--- src/logic/bmoc_pkg.sv ---
package bmoc_pkg;

    // Register offsets of the working register file
    localparam logic [11:0] ADDR_DROOP = 12'h250;
    localparam logic [11:0] ADDR_FSW = 12'h266;
    localparam logic [11:0] ADDR_COND = 12'h05c;
    localparam logic [11:0] ADDR_PINOVR = 12'h05e;
    localparam logic [11:0] ADDR_PROT = 12'h060;
    localparam logic [11:0] ADDR_LLCFG = 12'h06a;
    localparam logic [11:0] ADDR_TON_DELAY = 12'h270;
    localparam logic [11:0] ADDR_TON_RISE = 12'h271;
    localparam logic [11:0] ADDR_VOUT_TGT = 12'h272;
    localparam logic [11:0] ADDR_OC_LIMIT = 12'h273;
    localparam logic [11:0] ADDR_CAL_GAIN = 12'h274;
    localparam logic [11:0] ADDR_CAL_OFFS = 12'h275;
    localparam logic [11:0] ADDR_OC_RESP = 12'h276;
    localparam logic [11:0] ADDR_IOUT_STAT = 12'h277;
    localparam logic [11:0] ADDR_SEQ_STAT = 12'h278;

    // Field positions
    localparam int FCCM_BIT = 1;
    localparam int TON_OVR_BIT = 4;
    localparam int FCCM_OVR_BIT = 5;
    localparam int DOCP_FROM_AOCP_BIT = 3;
    localparam int AOCP_REG_SEL_BIT = 4;
    localparam int LL_RANGE_BIT = 6;
    localparam int STAT_OC_BIT = 0;
    localparam int STAT_AOCP_BIT = 1;

    // Reset values
    localparam logic [15:0] RST_ZERO = 16'h0000;
    localparam logic [15:0] RST_FSW = 16'h0190;
    localparam logic [15:0] RST_CAL_GAIN = 16'h0400;
    localparam logic [15:0] RST_OC_LIMIT = 16'hffff;

    // Droop code ceilings: 10 mohm / 19.53 uohm and 50 mohm / 100 uohm
    localparam logic [15:0] DROOP_MAX_FINE = 16'h0200;
    localparam logic [15:0] DROOP_MAX_WIDE = 16'h01f4;

    // Overcurrent event counting
    localparam logic [3:0] AOCP_TRIP_COUNT = 4'ha;
    localparam logic [1:0] AOCP_QUIET_COUNT = 2'h3;

    // Calibration gain has ten fraction bits
    localparam int CAL_GAIN_FRAC = 10;

    // Fault responses
    localparam logic [1:0] RESP_SHUTDOWN = 2'h0;
    localparam logic [1:0] RESP_LATCH = 2'h1;
    localparam logic [1:0] RESP_RETRY = 2'h2;

    // Timing
    localparam int CLK_FREQ_HZ = 50_000_000;
    localparam int TIME_UNIT_US = 1000;
    localparam int MS_CYCLES = CLK_FREQ_HZ / 1_000_000 * TIME_UNIT_US;
    localparam logic [15:0] RETRY_MS = 16'h0008;

    // Sequencer states, one-hot
    typedef enum logic [4:0] {
        ST_OFF = 5'b00001,
        ST_DELAY = 5'b00010,
        ST_RAMP = 5'b00100,
        ST_RUN = 5'b01000,
        ST_FAULT = 5'b10000
    } bmoc_state_t;

    // Power stage signals seen by the block
    typedef struct packed {
        logic pwm_req;
        logic valley_pt;
        logic fast_oc;
    } bmoc_stage_in_t;

    // Load-line settings handed to the analog loop
    typedef struct packed {
        logic range_wide;
        logic [15:0] droop;
        logic [3:0] bandwidth;
    } bmoc_loadline_t;

endpackage

--- src/logic/bmoc_top.sv ---
`timescale 1ns/1ns
module bmoc_top #(
    parameter int MS_CYCLES = bmoc_pkg::MS_CYCLES,
    parameter int FILT_SHIFT = 4
) (
    input wire logic clk,
    input wire logic reset_n,
    input wire logic enable_in,
    input wire logic [3:0] ton_mode_strap,
    input wire logic [2:0] current_limit_strap,
    input wire bmoc_pkg::bmoc_stage_in_t stage_in,
    input wire logic [15:0] avg_current,
    input wire logic avg_valid,
    input wire logic reg_wr,
    input wire logic reg_rd,
    input wire logic [11:0] reg_addr,
    input wire logic [15:0] reg_wdata,
    output logic [15:0] reg_rdata,
    output logic switching_en,
    output logic diode_emulation_mode,
    output logic [2:0] fsw_code,
    output logic [15:0] vref_out,
    output bmoc_pkg::bmoc_loadline_t loadline,
    output logic [2:0] aocp_thresh,
    output logic hs_start,
    output logic ls_hold,
    output logic oc_fault
);

    // Kilohertz value to frequency code; 1600 has no code
    function automatic logic [3:0] fsw_decode(input logic [15:0] khz);
        unique case (khz)
            16'h0190: fsw_decode = 4'h8;
            16'h0258: fsw_decode = 4'h9;
            16'h0320: fsw_decode = 4'ha;
            16'h03e8: fsw_decode = 4'hb;
            16'h04b0: fsw_decode = 4'hc;
            16'h0578: fsw_decode = 4'hd;
            16'h0708: fsw_decode = 4'he;
            16'h07d0: fsw_decode = 4'hf;
            default: fsw_decode = 4'h0;
        endcase
    endfunction

    // Working registers written by the host
    logic [15:0] droop_reg, fsw_reg, cond_reg, pinovr_reg, prot_reg;
    logic [15:0] llcfg_reg, ton_delay_reg, ton_rise_reg, vout_tgt_reg;
    logic [15:0] oc_limit_reg, cal_gain_reg, cal_offs_reg, oc_resp_reg;
    logic [1:0] iout_stat_reg;

    // Settings frozen while the output runs
    logic fccm_lat_reg;
    logic [2:0] fsw_lat_reg;
    logic [3:0] strap_lat_reg;
    logic [2:0] current_limit_strap_lat_reg;
    logic init_reg;

    // Sequencer
    bmoc_pkg::bmoc_state_t state_reg, state_next;
    logic [$clog2(MS_CYCLES)-1:0] tick_cnt_reg;
    logic [15:0] elapsed_reg;
    logic [15:0] vref_reg;

    // Pulse gating and event counting
    logic fast_oc_d_reg, skip_pend_reg, hs_start_reg, ls_hold_reg;
    logic oc_seen_reg;
    logic [3:0] oc_cnt_reg;
    logic [1:0] quiet_reg;

    // Averaged current path
    logic [23:0] filt_reg;
    logic filt_new_reg;
    logic [15:0] rdata_reg;

    // Address decode
    wire wr_droop = reg_wr && reg_addr == bmoc_pkg::ADDR_DROOP;
    wire wr_fsw = reg_wr && reg_addr == bmoc_pkg::ADDR_FSW;
    wire wr_cond = reg_wr && reg_addr == bmoc_pkg::ADDR_COND;
    wire wr_pinovr = reg_wr && reg_addr == bmoc_pkg::ADDR_PINOVR;
    wire wr_prot = reg_wr && reg_addr == bmoc_pkg::ADDR_PROT;
    wire wr_llcfg = reg_wr && reg_addr == bmoc_pkg::ADDR_LLCFG;
    wire wr_tdly = reg_wr && reg_addr == bmoc_pkg::ADDR_TON_DELAY;
    wire wr_trise = reg_wr && reg_addr == bmoc_pkg::ADDR_TON_RISE;
    wire wr_vtgt = reg_wr && reg_addr == bmoc_pkg::ADDR_VOUT_TGT;
    wire wr_oclim = reg_wr && reg_addr == bmoc_pkg::ADDR_OC_LIMIT;
    wire wr_gain = reg_wr && reg_addr == bmoc_pkg::ADDR_CAL_GAIN;
    wire wr_offs = reg_wr && reg_addr == bmoc_pkg::ADDR_CAL_OFFS;
    wire wr_resp = reg_wr && reg_addr == bmoc_pkg::ADDR_OC_RESP;
    wire wr_stat = reg_wr && reg_addr == bmoc_pkg::ADDR_IOUT_STAT;

    // State decode
    wire st_off = state_reg == bmoc_pkg::ST_OFF;
    wire st_ramp = state_reg == bmoc_pkg::ST_RAMP;
    wire st_run = state_reg == bmoc_pkg::ST_RUN;
    wire st_fault = state_reg == bmoc_pkg::ST_FAULT;
    wire switching = st_ramp || st_run;
    wire ms_tick = tick_cnt_reg == ($clog2(MS_CYCLES))'(MS_CYCLES - 1);
    wire state_change = state_next != state_reg;

    // pin straps only when neither override bit is set
    wire use_strap = !pinovr_reg[bmoc_pkg::TON_OVR_BIT] &&
        !pinovr_reg[bmoc_pkg::FCCM_OVR_BIT];
    // eight legal frequencies; an illegal value keeps the old code
    wire [3:0] fsw_dec = fsw_decode(fsw_reg);
    wire [2:0] fsw_pick = use_strap ? strap_lat_reg[2:0] :
        (fsw_dec[3] ? fsw_dec[2:0] : fsw_lat_reg);
    wire fccm_pick = use_strap ? strap_lat_reg[3] :
        cond_reg[bmoc_pkg::FCCM_BIT];
    // start of a run is the only moment settings are taken
    wire start_run = st_off && state_next == bmoc_pkg::ST_DELAY;

    // Fast overcurrent edge
    wire oc_rise = stage_in.fast_oc && !fast_oc_d_reg;
    // block while over limit or after a crossing
    wire hs_block = stage_in.fast_oc || skip_pend_reg;

    // event in this cycle as seen at the valley
    wire oc_event = oc_seen_reg || stage_in.fast_oc;
    wire [3:0] oc_cnt_inc = oc_cnt_reg + 4'h1;
    wire [1:0] quiet_inc = quiet_reg + 2'h1;
    wire aocp_trip = switching && stage_in.valley_pt && oc_event &&
        oc_cnt_inc == bmoc_pkg::AOCP_TRIP_COUNT &&
        prot_reg[bmoc_pkg::DOCP_FROM_AOCP_BIT];

    // first-order low-pass; shift sets corner against sample rate
    wire signed [24:0] filt_err = $signed({1'b0, avg_current, 8'h00}) -
        $signed({1'b0, filt_reg});
    wire signed [24:0] filt_step = filt_err >>> FILT_SHIFT;
    wire [23:0] filt_sum = 24'($signed({1'b0, filt_reg}) + filt_step);
    // gain with ten fraction bits, signed offset
    wire [31:0] gained = filt_reg[23:8] * cal_gain_reg;
    wire signed [17:0] calib = $signed({2'b00,
        gained[bmoc_pkg::CAL_GAIN_FRAC +: 16]}) +
        $signed({{2{cal_offs_reg[15]}}, cal_offs_reg});
    wire docp_trip = switching && filt_new_reg &&
        calib > $signed({2'b00, oc_limit_reg});
    wire fault_hit = docp_trip || aocp_trip;

    // reference in proportion to elapsed time over rise time
    wire [31:0] ramp_prod = vout_tgt_reg * elapsed_reg;
    wire [15:0] ramp_ref = ton_rise_reg == bmoc_pkg::RST_ZERO ?
        vout_tgt_reg : 16'(ramp_prod / 32'(ton_rise_reg));
    wire [15:0] vref_next = st_ramp ? ramp_ref :
        (st_run ? vout_tgt_reg : bmoc_pkg::RST_ZERO);

    // droop clamped to the span of the chosen range
    wire ll_wide = llcfg_reg[bmoc_pkg::LL_RANGE_BIT];
    wire [15:0] droop_max = ll_wide ? bmoc_pkg::DROOP_MAX_WIDE :
        bmoc_pkg::DROOP_MAX_FINE;
    wire [15:0] droop_eff = droop_reg > droop_max ? droop_max : droop_reg;

    // Read mux; unmapped offsets read zero
    logic [15:0] rd_mux;
    always_comb begin
        unique case (reg_addr)
            bmoc_pkg::ADDR_DROOP: rd_mux = droop_reg;
            bmoc_pkg::ADDR_FSW: rd_mux = fsw_reg;
            bmoc_pkg::ADDR_COND: rd_mux = cond_reg;
            bmoc_pkg::ADDR_PINOVR: rd_mux = pinovr_reg;
            bmoc_pkg::ADDR_PROT: rd_mux = prot_reg;
            bmoc_pkg::ADDR_LLCFG: rd_mux = llcfg_reg;
            bmoc_pkg::ADDR_TON_DELAY: rd_mux = ton_delay_reg;
            bmoc_pkg::ADDR_TON_RISE: rd_mux = ton_rise_reg;
            bmoc_pkg::ADDR_VOUT_TGT: rd_mux = vout_tgt_reg;
            bmoc_pkg::ADDR_OC_LIMIT: rd_mux = oc_limit_reg;
            bmoc_pkg::ADDR_CAL_GAIN: rd_mux = cal_gain_reg;
            bmoc_pkg::ADDR_CAL_OFFS: rd_mux = cal_offs_reg;
            bmoc_pkg::ADDR_OC_RESP: rd_mux = oc_resp_reg;
            bmoc_pkg::ADDR_IOUT_STAT: rd_mux = {14'h0000, iout_stat_reg};
            bmoc_pkg::ADDR_SEQ_STAT: rd_mux = {11'h000, state_reg};
            default: rd_mux = bmoc_pkg::RST_ZERO;
        endcase
    end

    // Host-written registers
    always_ff @(posedge clk or negedge reset_n) begin
        if (!reset_n) begin
            droop_reg <= bmoc_pkg::RST_ZERO;
            fsw_reg <= bmoc_pkg::RST_FSW;
            cond_reg <= bmoc_pkg::RST_ZERO;
            pinovr_reg <= bmoc_pkg::RST_ZERO;
            prot_reg <= bmoc_pkg::RST_ZERO;
            llcfg_reg <= bmoc_pkg::RST_ZERO;
            ton_delay_reg <= bmoc_pkg::RST_ZERO;
            ton_rise_reg <= bmoc_pkg::RST_ZERO;
            vout_tgt_reg <= bmoc_pkg::RST_ZERO;
            oc_limit_reg <= bmoc_pkg::RST_OC_LIMIT;
            cal_gain_reg <= bmoc_pkg::RST_CAL_GAIN;
            cal_offs_reg <= bmoc_pkg::RST_ZERO;
            oc_resp_reg <= bmoc_pkg::RST_ZERO;
        end else begin
            if (wr_droop) droop_reg <= reg_wdata;
            if (wr_fsw) fsw_reg <= reg_wdata;
            if (wr_cond) cond_reg <= reg_wdata;
            if (wr_pinovr) pinovr_reg <= reg_wdata;
            if (wr_prot) prot_reg <= reg_wdata;
            if (wr_llcfg) llcfg_reg <= reg_wdata;
            if (wr_tdly) ton_delay_reg <= reg_wdata;
            if (wr_trise) ton_rise_reg <= reg_wdata;
            if (wr_vtgt) vout_tgt_reg <= reg_wdata;
            if (wr_oclim) oc_limit_reg <= reg_wdata;
            if (wr_gain) cal_gain_reg <= reg_wdata;
            if (wr_offs) cal_offs_reg <= reg_wdata;
            if (wr_resp) oc_resp_reg <= reg_wdata;
        end
    end

    // sticky status; a new fault beats a write-one clear
    always_ff @(posedge clk or negedge reset_n) begin
        if (!reset_n) begin
            iout_stat_reg <= 2'h0;
        end else begin
            iout_stat_reg <= (iout_stat_reg & ~({2{wr_stat}} &
                reg_wdata[1:0])) | {aocp_trip, fault_hit};
        end
    end

    // Read data registered, one cycle after the strobe
    always_ff @(posedge clk or negedge reset_n) begin
        if (!reset_n) rdata_reg <= bmoc_pkg::RST_ZERO;
        else if (reg_rd) rdata_reg <= rd_mux;
    end

    // straps follow the pins only while off, so a run holds them
    always_ff @(posedge clk or negedge reset_n) begin
        if (!reset_n) begin
            init_reg <= 1'b1;
            strap_lat_reg <= 4'h0;
            current_limit_strap_lat_reg <= 3'h0;
        end else begin
            init_reg <= 1'b0;
            if (init_reg || st_off) begin
                strap_lat_reg <= ton_mode_strap;
                current_limit_strap_lat_reg <= current_limit_strap;
            end
        end
    end

    // mode and frequency frozen for the whole run
    always_ff @(posedge clk or negedge reset_n) begin
        if (!reset_n) begin
            fccm_lat_reg <= 1'b0;
            fsw_lat_reg <= 3'h0;
        end else if (start_run) begin
            fccm_lat_reg <= fccm_pick;
            fsw_lat_reg <= fsw_pick;
        end
    end

    // Sequencer next state
    always_comb begin
        state_next = state_reg;
        unique case (state_reg)
            bmoc_pkg::ST_OFF: begin
                if (enable_in && !init_reg) state_next = bmoc_pkg::ST_DELAY;
            end
            bmoc_pkg::ST_DELAY: begin
                // ramp waits for the full delay
                if (!enable_in) state_next = bmoc_pkg::ST_OFF;
                else if (elapsed_reg >= ton_delay_reg)
                    state_next = bmoc_pkg::ST_RAMP;
            end
            bmoc_pkg::ST_RAMP, bmoc_pkg::ST_RUN: begin
                // fault takes priority over the ramp end
                if (!enable_in) state_next = bmoc_pkg::ST_OFF;
                else if (fault_hit) state_next = bmoc_pkg::ST_FAULT;
                else if (st_ramp && elapsed_reg >= ton_rise_reg)
                    state_next = bmoc_pkg::ST_RUN;
            end
            bmoc_pkg::ST_FAULT: begin
                // shutdown waits for enable low, latch waits reset
                if (oc_resp_reg[1:0] == bmoc_pkg::RESP_RETRY) begin
                    if (!enable_in) state_next = bmoc_pkg::ST_OFF;
                    else if (elapsed_reg >= bmoc_pkg::RETRY_MS)
                        state_next = bmoc_pkg::ST_DELAY;
                end else if (oc_resp_reg[1:0] != bmoc_pkg::RESP_LATCH &&
                    !enable_in) begin
                    state_next = bmoc_pkg::ST_OFF;
                end
            end
            default: state_next = bmoc_pkg::ST_OFF;
        endcase
    end

    // State, millisecond tick and elapsed time restart on each entry
    always_ff @(posedge clk or negedge reset_n) begin
        if (!reset_n) begin
            state_reg <= bmoc_pkg::ST_OFF;
            tick_cnt_reg <= '0;
            elapsed_reg <= bmoc_pkg::RST_ZERO;
        end else begin
            state_reg <= state_next;
            if (state_change || st_off || ms_tick) tick_cnt_reg <= '0;
            else tick_cnt_reg <= tick_cnt_reg + 1'b1;
            if (state_change || st_off) elapsed_reg <= bmoc_pkg::RST_ZERO;
            else if (ms_tick) elapsed_reg <= elapsed_reg + 16'h0001;
        end
    end

    always_ff @(posedge clk or negedge reset_n) begin
        if (!reset_n) vref_reg <= bmoc_pkg::RST_ZERO;
        else vref_reg <= vref_next;
    end

    always_ff @(posedge clk or negedge reset_n) begin
        if (!reset_n) begin
            fast_oc_d_reg <= 1'b0;
            skip_pend_reg <= 1'b0;
            hs_start_reg <= 1'b0;
            ls_hold_reg <= 1'b0;
        end else begin
            fast_oc_d_reg <= stage_in.fast_oc;
            hs_start_reg <= switching && stage_in.pwm_req && !hs_block;
            // Crossing arms a skip; the next pulse request consumes it
            if (switching && oc_rise) skip_pend_reg <= 1'b1;
            else if (stage_in.pwm_req || !switching) skip_pend_reg <= 1'b0;
            // Low side held on until the next cycle starts
            if (switching && oc_rise) ls_hold_reg <= 1'b1;
            else if (stage_in.pwm_req || !switching) ls_hold_reg <= 1'b0;
        end
    end

    // event counter evaluated at each valley
    always_ff @(posedge clk or negedge reset_n) begin
        if (!reset_n) begin
            oc_seen_reg <= 1'b0;
            oc_cnt_reg <= 4'h0;
            quiet_reg <= 2'h0;
        end else if (!switching) begin
            oc_seen_reg <= 1'b0;
            oc_cnt_reg <= 4'h0;
            quiet_reg <= 2'h0;
        end else if (stage_in.valley_pt) begin
            oc_seen_reg <= oc_rise;
            if (oc_event) begin
                oc_cnt_reg <= aocp_trip ? 4'h0 : oc_cnt_inc;
                quiet_reg <= 2'h0;
            end else if (quiet_inc == bmoc_pkg::AOCP_QUIET_COUNT) begin
                oc_cnt_reg <= 4'h0;
                quiet_reg <= 2'h0;
            end else begin
                quiet_reg <= quiet_inc;
            end
        end else if (oc_rise) begin
            oc_seen_reg <= 1'b1;
        end
    end

    // filter updates on each averaged sample
    always_ff @(posedge clk or negedge reset_n) begin
        if (!reset_n) begin
            filt_reg <= 24'h000000;
            filt_new_reg <= 1'b0;
        end else begin
            filt_new_reg <= avg_valid;
            if (avg_valid) filt_reg <= filt_sum;
        end
    end

    assign reg_rdata = rdata_reg;
    assign switching_en = switching;
    assign diode_emulation_mode = !fccm_lat_reg;
    assign fsw_code = fsw_lat_reg;
    assign vref_out = vref_reg;
    assign loadline = '{range_wide: ll_wide, droop: droop_eff,
        bandwidth: llcfg_reg[3:0]};
    assign aocp_thresh = prot_reg[bmoc_pkg::AOCP_REG_SEL_BIT] ?
        prot_reg[2:0] : current_limit_strap_lat_reg;
    assign hs_start = hs_start_reg;
    assign ls_hold = ls_hold_reg;
    assign oc_fault = st_fault;

endmodule

--- config.mk ---
export PLATFORM = sky130hd
export DESIGN_NAME = bmoc_top
export DESIGN_NICKNAME = d
export VERILOG_FILES = /design/src/logic/bmoc_pkg.sv /design/src/logic/bmoc_top.sv
export SDC_FILE = /design/constraint.sdc
export NUM_CORES = 2
export LEC_CHECK = 0
export BUFFER_PORTS_ARGS = -buffer_cell sky130_fd_sc_hd__buf_2
export CAP_MARGIN = 25
export CORE_AREA = 4 4 299 301
export DETAILED_ROUTE_END_ITERATION = 8
export DIE_AREA = 0 0 303 305
export PLACE_DENSITY = 0.86
export SYNTH_ARGS = -nofsm -noshare
export SYNTH_HDL_FRONTEND = slang
export SYNTH_SLANG_ARGS = --single-unit
--- constraint.sdc ---
create_clock -name clk -period 193.2 [get_ports clk]
set_input_delay 38.64 -clock clk [delete_from_list [all_inputs] [get_ports clk]]
set_output_delay 38.64 -clock clk [all_outputs]
set_load 0.02 [all_outputs]
* Yosys cells after proc, flatten, opt, wreduce, memory -nomap -nowiden
Cells that the tools add are included.
Cells by class: order comparisons 5, bitwise operators 4, multipliers 2, divide/modulo/power cells 1, reductions and logical operators 52, equal/unequal tests 38, multiplexer cells 39, $add $sub $neg 7
Operator list (number):
- 16-bit case mux with 15 select lines | 1
- 12-bit by 10-bit == test with 1-bit output (second input constant) | 11
- 16-bit 2-to-1 mux | 7
- 16-bit by 11-bit == test with 1-bit output (second input constant) | 4
- 5-bit 2-to-1 mux | 10
- 12-bit by 7-bit == test with 1-bit output (second input constant) | 4
- 16-bit by 10-bit == test with 1-bit output (second input constant) | 3
- 16-bit by 1-bit adder with 16-bit output (second input constant) | 2
- 32-bit by 16-bit divider with 32-bit output | 1
- 16-bit greater-or-equal comparator | 2
- 16-bit by 16-bit multiplier with 32-bit output | 1
- 4-bit case mux with 8 select lines | 1
- 1-bit logical AND | 29
- 16-bit by 16-bit multiplier with 26-bit output | 1
- 24-bit by 24-bit subtractor with 25-bit output | 1
- 24-bit by 21-bit adder with 24-bit output | 1
- 4-bit 2-to-1 mux | 5
- 5-bit case mux with 4 select lines | 1
- 17-bit by 16-bit adder with 18-bit output | 1
- 18-bit by 17-bit > comparator with 1-bit output | 1
- 16-bit == test (second input constant) | 1
- 16-bit by 9-bit == test with 1-bit output (second input constant) | 1
- 16-bit by 4-bit greater-or-equal comparator with 1-bit output (second input constant) | 1
- 16-bit by 10-bit > comparator with 1-bit output | 1
- 27 further kinds | 57
Word-level totals: input port bits 60, register bits 326, output and inout bits 64, logic and storage cells 180

* Depth between registers and ports, before layout
depth after elaboration 14, mapped depth 495, mapped depth without buffers 458

* Worst setup path after synthesis
Ideal clock, no wire load.
path kind reg-to-reg, start reg elapsed_reg[3], end reg vref_reg[0] (netlist: vref_out[0]), buffers on the path 45, arrival time 95293 ps, data required time 193076 ps, stages on the path, launching flop included 475, clock period less this slack 95417 ps, library setup time 124 ps, path slack 97783 ps, cell sequence dfrtp_1 -> clkbuf_1 -> buf_1 -> nand2_1 -> fa_1 -> inv_1 -> fa_1 -> inv_1 -> fa_1 -> inv_1 -> fa_1 -> fa_1 -> inv_1 -> fa_1 -> inv_1 -> ha_1 -> nand4_1 -> a2111oi_1 -> [... 439 more ...] -> nand2b_1 -> a21oi_1 -> nor2b_1 -> o21ai_0 -> nand2b_1 -> a21oi_1 -> nor2b_1 -> o21ai_0 -> nand2b_1 -> a21oi_1 -> nor2b_1 -> o21ai_0 -> o2111ai_1 -> nor3_1 -> o211ai_1 -> a2111oi_0 -> o2111ai_1 -> o31a_1
On the way: cells in the longest elaborated chain, start to end 4
RTL lines:
- start, declared | RTL line bmoc_top.sv:61 | logic [15:0] elapsed_reg;
- start signal, assigned | RTL line bmoc_top.sv:290 | elapsed_reg <= bmoc_pkg::RST_ZERO;
- start signal, assigned | RTL line bmoc_top.sv:295 | if (state_change || st_off) elapsed_reg <= bmoc_pkg::RST_ZERO;
- start signal, assigned | RTL line bmoc_top.sv:296 | else if (ms_tick) elapsed_reg <= elapsed_reg + 16'h0001;
- 16-bit by 16-bit multiplier with 32-bit output | RTL line bmoc_top.sv:140 | wire [31:0] ramp_prod = vout_tgt_reg * elapsed_reg;
- 32-bit by 16-bit divider with 32-bit output | RTL line bmoc_top.sv:142 | vout_tgt_reg : 16'(ramp_prod / 32'(ton_rise_reg));
- 16-bit 2-to-1 mux | RTL line bmoc_top.sv:141 | wire [15:0] ramp_ref = ton_rise_reg == bmoc_pkg::RST_ZERO ?
- 16-bit 2-to-1 mux | RTL line bmoc_top.sv:143 | wire [15:0] vref_next = st_ramp ? ramp_ref :
- via vref_next[0] | RTL line bmoc_top.sv:143
- end signal, assigned | RTL line bmoc_top.sv:301 | if (!reset_n) vref_reg <= bmoc_pkg::RST_ZERO;
- end signal, assigned | RTL line bmoc_top.sv:302 | else vref_reg <= vref_next;
- end, declared | RTL line bmoc_top.sv:62 | logic [15:0] vref_reg;
The timed path passes the listed nets, and every way through them passes these cells. A chain may end at the register's enable or synchronous reset.

* Final worst setup path
start reg vout_tgt_reg[12], end reg vref_reg[0] (netlist: vref_out[0])
On the way: cells in the longest elaborated chain, start to end 4
RTL lines:
- start, declared | RTL line bmoc_top.sv:47 | logic [15:0] llcfg_reg, ton_delay_reg, ton_rise_reg, vout_tgt_reg;
- start signal, assigned | RTL line bmoc_top.sv:186 | vout_tgt_reg <= bmoc_pkg::RST_ZERO;
- start signal, assigned | RTL line bmoc_top.sv:200 | if (wr_vtgt) vout_tgt_reg <= reg_wdata;
- 16-bit by 16-bit multiplier with 32-bit output | RTL line bmoc_top.sv:140
- 32-bit by 16-bit divider with 32-bit output | RTL line bmoc_top.sv:142
- 16-bit 2-to-1 mux | RTL line bmoc_top.sv:141
- 16-bit 2-to-1 mux | RTL line bmoc_top.sv:143
- via vref_next[0] | RTL line bmoc_top.sv:143
The timed path passes the listed nets, and every way through them passes these cells.

==> flow_summary.toml <==
[floorplan]
dieWidth_um = 303
row_count = 108
core_sq_um = 86600
start_util_pct = 64.5
io_pins = 124
die_y_um = 305
die_area_sq_um = 92400

[timing]
tightest_slew_ns = 1.16
clock_skew_ns = 0.0350
fmax_mhz = 9.50
fin_crit_sh_pct = 54.5
worst_slack_ns = 87.93
maxSlewHeadroom_pct = 23.0
rsz0062_at_grt = "no"
setup_viol = 0
finalHoldViolCount = 0
maxSlewViolCount = 0
post-route-min-period_ns = 105.27
fin_tns_setup_ns = 0

[final_layout]
fill_cells = 6725
stdcell_count = 7874
final_cell_mix = "ha_1, nand2_1, inv_1"
final_nets = 7808
largest_reg_flops = 24
area_growth_pct = 5.17
final_util_pct = 67.9
final_common_cell = "ha_1"
final_layout_size_suffix_gt1_share_pct = 10.7

[setup_path]
crit_path_start = "vout_tgt_reg[12]"
cp-end-kind = "register"
startpoint_type = "register"
cp-endpoint = "vref_out[0]"
reg2reg_depth = 445
cpPeakStageDelay_ns = 1.11
crit-reg2reg-launch = "vout_tgt_reg[12]"
rrSetupSlack_ns = 87.93
crit_type = "register to register"
worstPathRequired_ns = 193.68
slowest_stage = "dfrtp_1"
cp.arrival_ns = 105.74
r2r_end = "vref_out[0]"
path_max_fanout = 41
critPathMostFrequentCell = "o21a_1"

[logic_synthesis]
yosysUniqueCellTypes = 119
avgSynthCellArea_sq_um = 8.32
ys_top_cells_by_area = "ha_1, dfrtp_1, fa_1"
synth_area_sq_um = 55900
yosys_warnings = 0
synth-async-reset-ratio_pct = 100
synth-edff-count = 0
netlist_instances = 6715
ys_ff_latch = 326
ys_seq_area_share_pct = 14.6
synthFlopType = "dfrtp_1"
synth_top_cell_area_share_pct = 15.3
synth_top_cell_by_area = "ha_1"

[cts]
clkSlewWorstSetupHoldPaths_ns = 0.07
cts_setup_buffers = 0
postCtsHoldBufs = 0
post_cts_resized = 0
clkLatencyLatePin_ns = 0.59
root_buffer = "clkbuf_16"
cts_buffer_depth = 3
cts_buffers = 37
cts_tree = "done"
htreeDepth = 2
clock-sinks = 326

[detailed_routing]
dr.pass1.iters = 7
via_per_inst = 6.57
detail-route-antenna-nets = 0
drc_errors = 0
post_drt_wl_per_cell_um = 21.9
vias = 51700
routed_wl_mm = 173
drt_iter0_markers = 4894

[placement]
hpwl_mm = 130
port_buffers = 117
post-place-ws_ns = 90.12
gp_congestion = 1.04
dp_cells = 7800

[run]
cap_violations = 0

[global_routing]
grtUsageTotal_pct = 37.0
grt_pass1_vias = 51500
grt_max_degree = 107
grt_pass1_wl_mm = 275
globalRouteOverflowTotal = 0
grt_antenna_before_repair = 6

[hold_path]
min_path_type = "register to register"

[run_status]
status = "complete, no violations"
worst max-delay path: cells and delay by family, from the launching register on:
kind,cells,cell delay (ns)
buffers and inverters,23,3.40
muxes,7,2.03
and+or+nand+nor,112,27.40
adders and majority gates,39,13.45
DFF,1,1.11
AOI/OAI and AO/OA,264,57.64
routing by layer:
layer	vias up	track usage, %	wire length, um
met3	659	6.81	16800
met1	24700	47.3	66600
li1	23700	-	-
met2	2707	59.6	78100
met5	-	0	35
met4	2	19.3	11100
Yosys cell counts, drive strengths merged, types with 220 or more instances:
cell	instances
clkbuf	220
a21oi	336
and2	258
nor2	449
o21ai	285
ha	685
dfrtp	304
mux2	313
fa	376
nand2	686
inv	608
nor3	269
o21a	237
how the worst min path moves through the flow:
| stage | start | end | slack (ns) | cells after the start |
|---|---|---|---|---|
| finish | tick_cnt_reg[0] | tick_cnt_reg[0] | 0.46 | 1 |
| CTS | tick_cnt_reg[0] | tick_cnt_reg[0] | 0.46 | 1 |
| floorplan | tick_cnt_reg[0] | tick_cnt_reg[0] | 0.43 | 1 |
| global route | tick_cnt_reg[0] | tick_cnt_reg[0] | 0.49 | 1 |
| detailed placement | ls_hold | hs_start | 0.45 | 1 |
| global placement | tick_cnt_reg[0] | tick_cnt_reg[0] | 0.44 | 1 |
area by class of cell:
cell class                 count  area [sq um]  share of cell area, %
timing repair buffer         189          1220                   2.08
tap                         1155          1450                   2.46
clock buffer                  52          1000                   1.71
clock inverter                16           220                  0.375
antenna                        3          7.51                 0.0128
inverter                     608          2280                   3.88
multi-input combinational   5525         44400                   75.6
sequential                   326          8190                   13.9
through the flow:
| step | hold WS [ns] | cell area [sq um] |
|---|---|---|
| after floorplan | 0.425 | 55900 |
| after global placement | 0.440 | 57400 |
| after detailed placement | 0.453 | 57500 |
| after CTS | 0.461 | 58700 |
| after global routing | 0.485 | 58800 |
| final | 0.462 | 58800 |
cells by family after synthesis:
| family | synth area share [%] |
|---|---|
| buffers and inverters | 5.98 |
| adder cells (fa/ha/maj) | 28.8 |
| flip-flops | 14.6 |
| other | 0.00671 |
| AO/OA/AOI/OAI | 19.1 |
| XOR/XNOR | 4.56 |
| AND/OR/NAND/NOR | 19.9 |
| multiplexers | 7.08 |
Power is not shown: default switching activity piles up to over one toggle a cycle in this logic, so the estimate is an artifact.
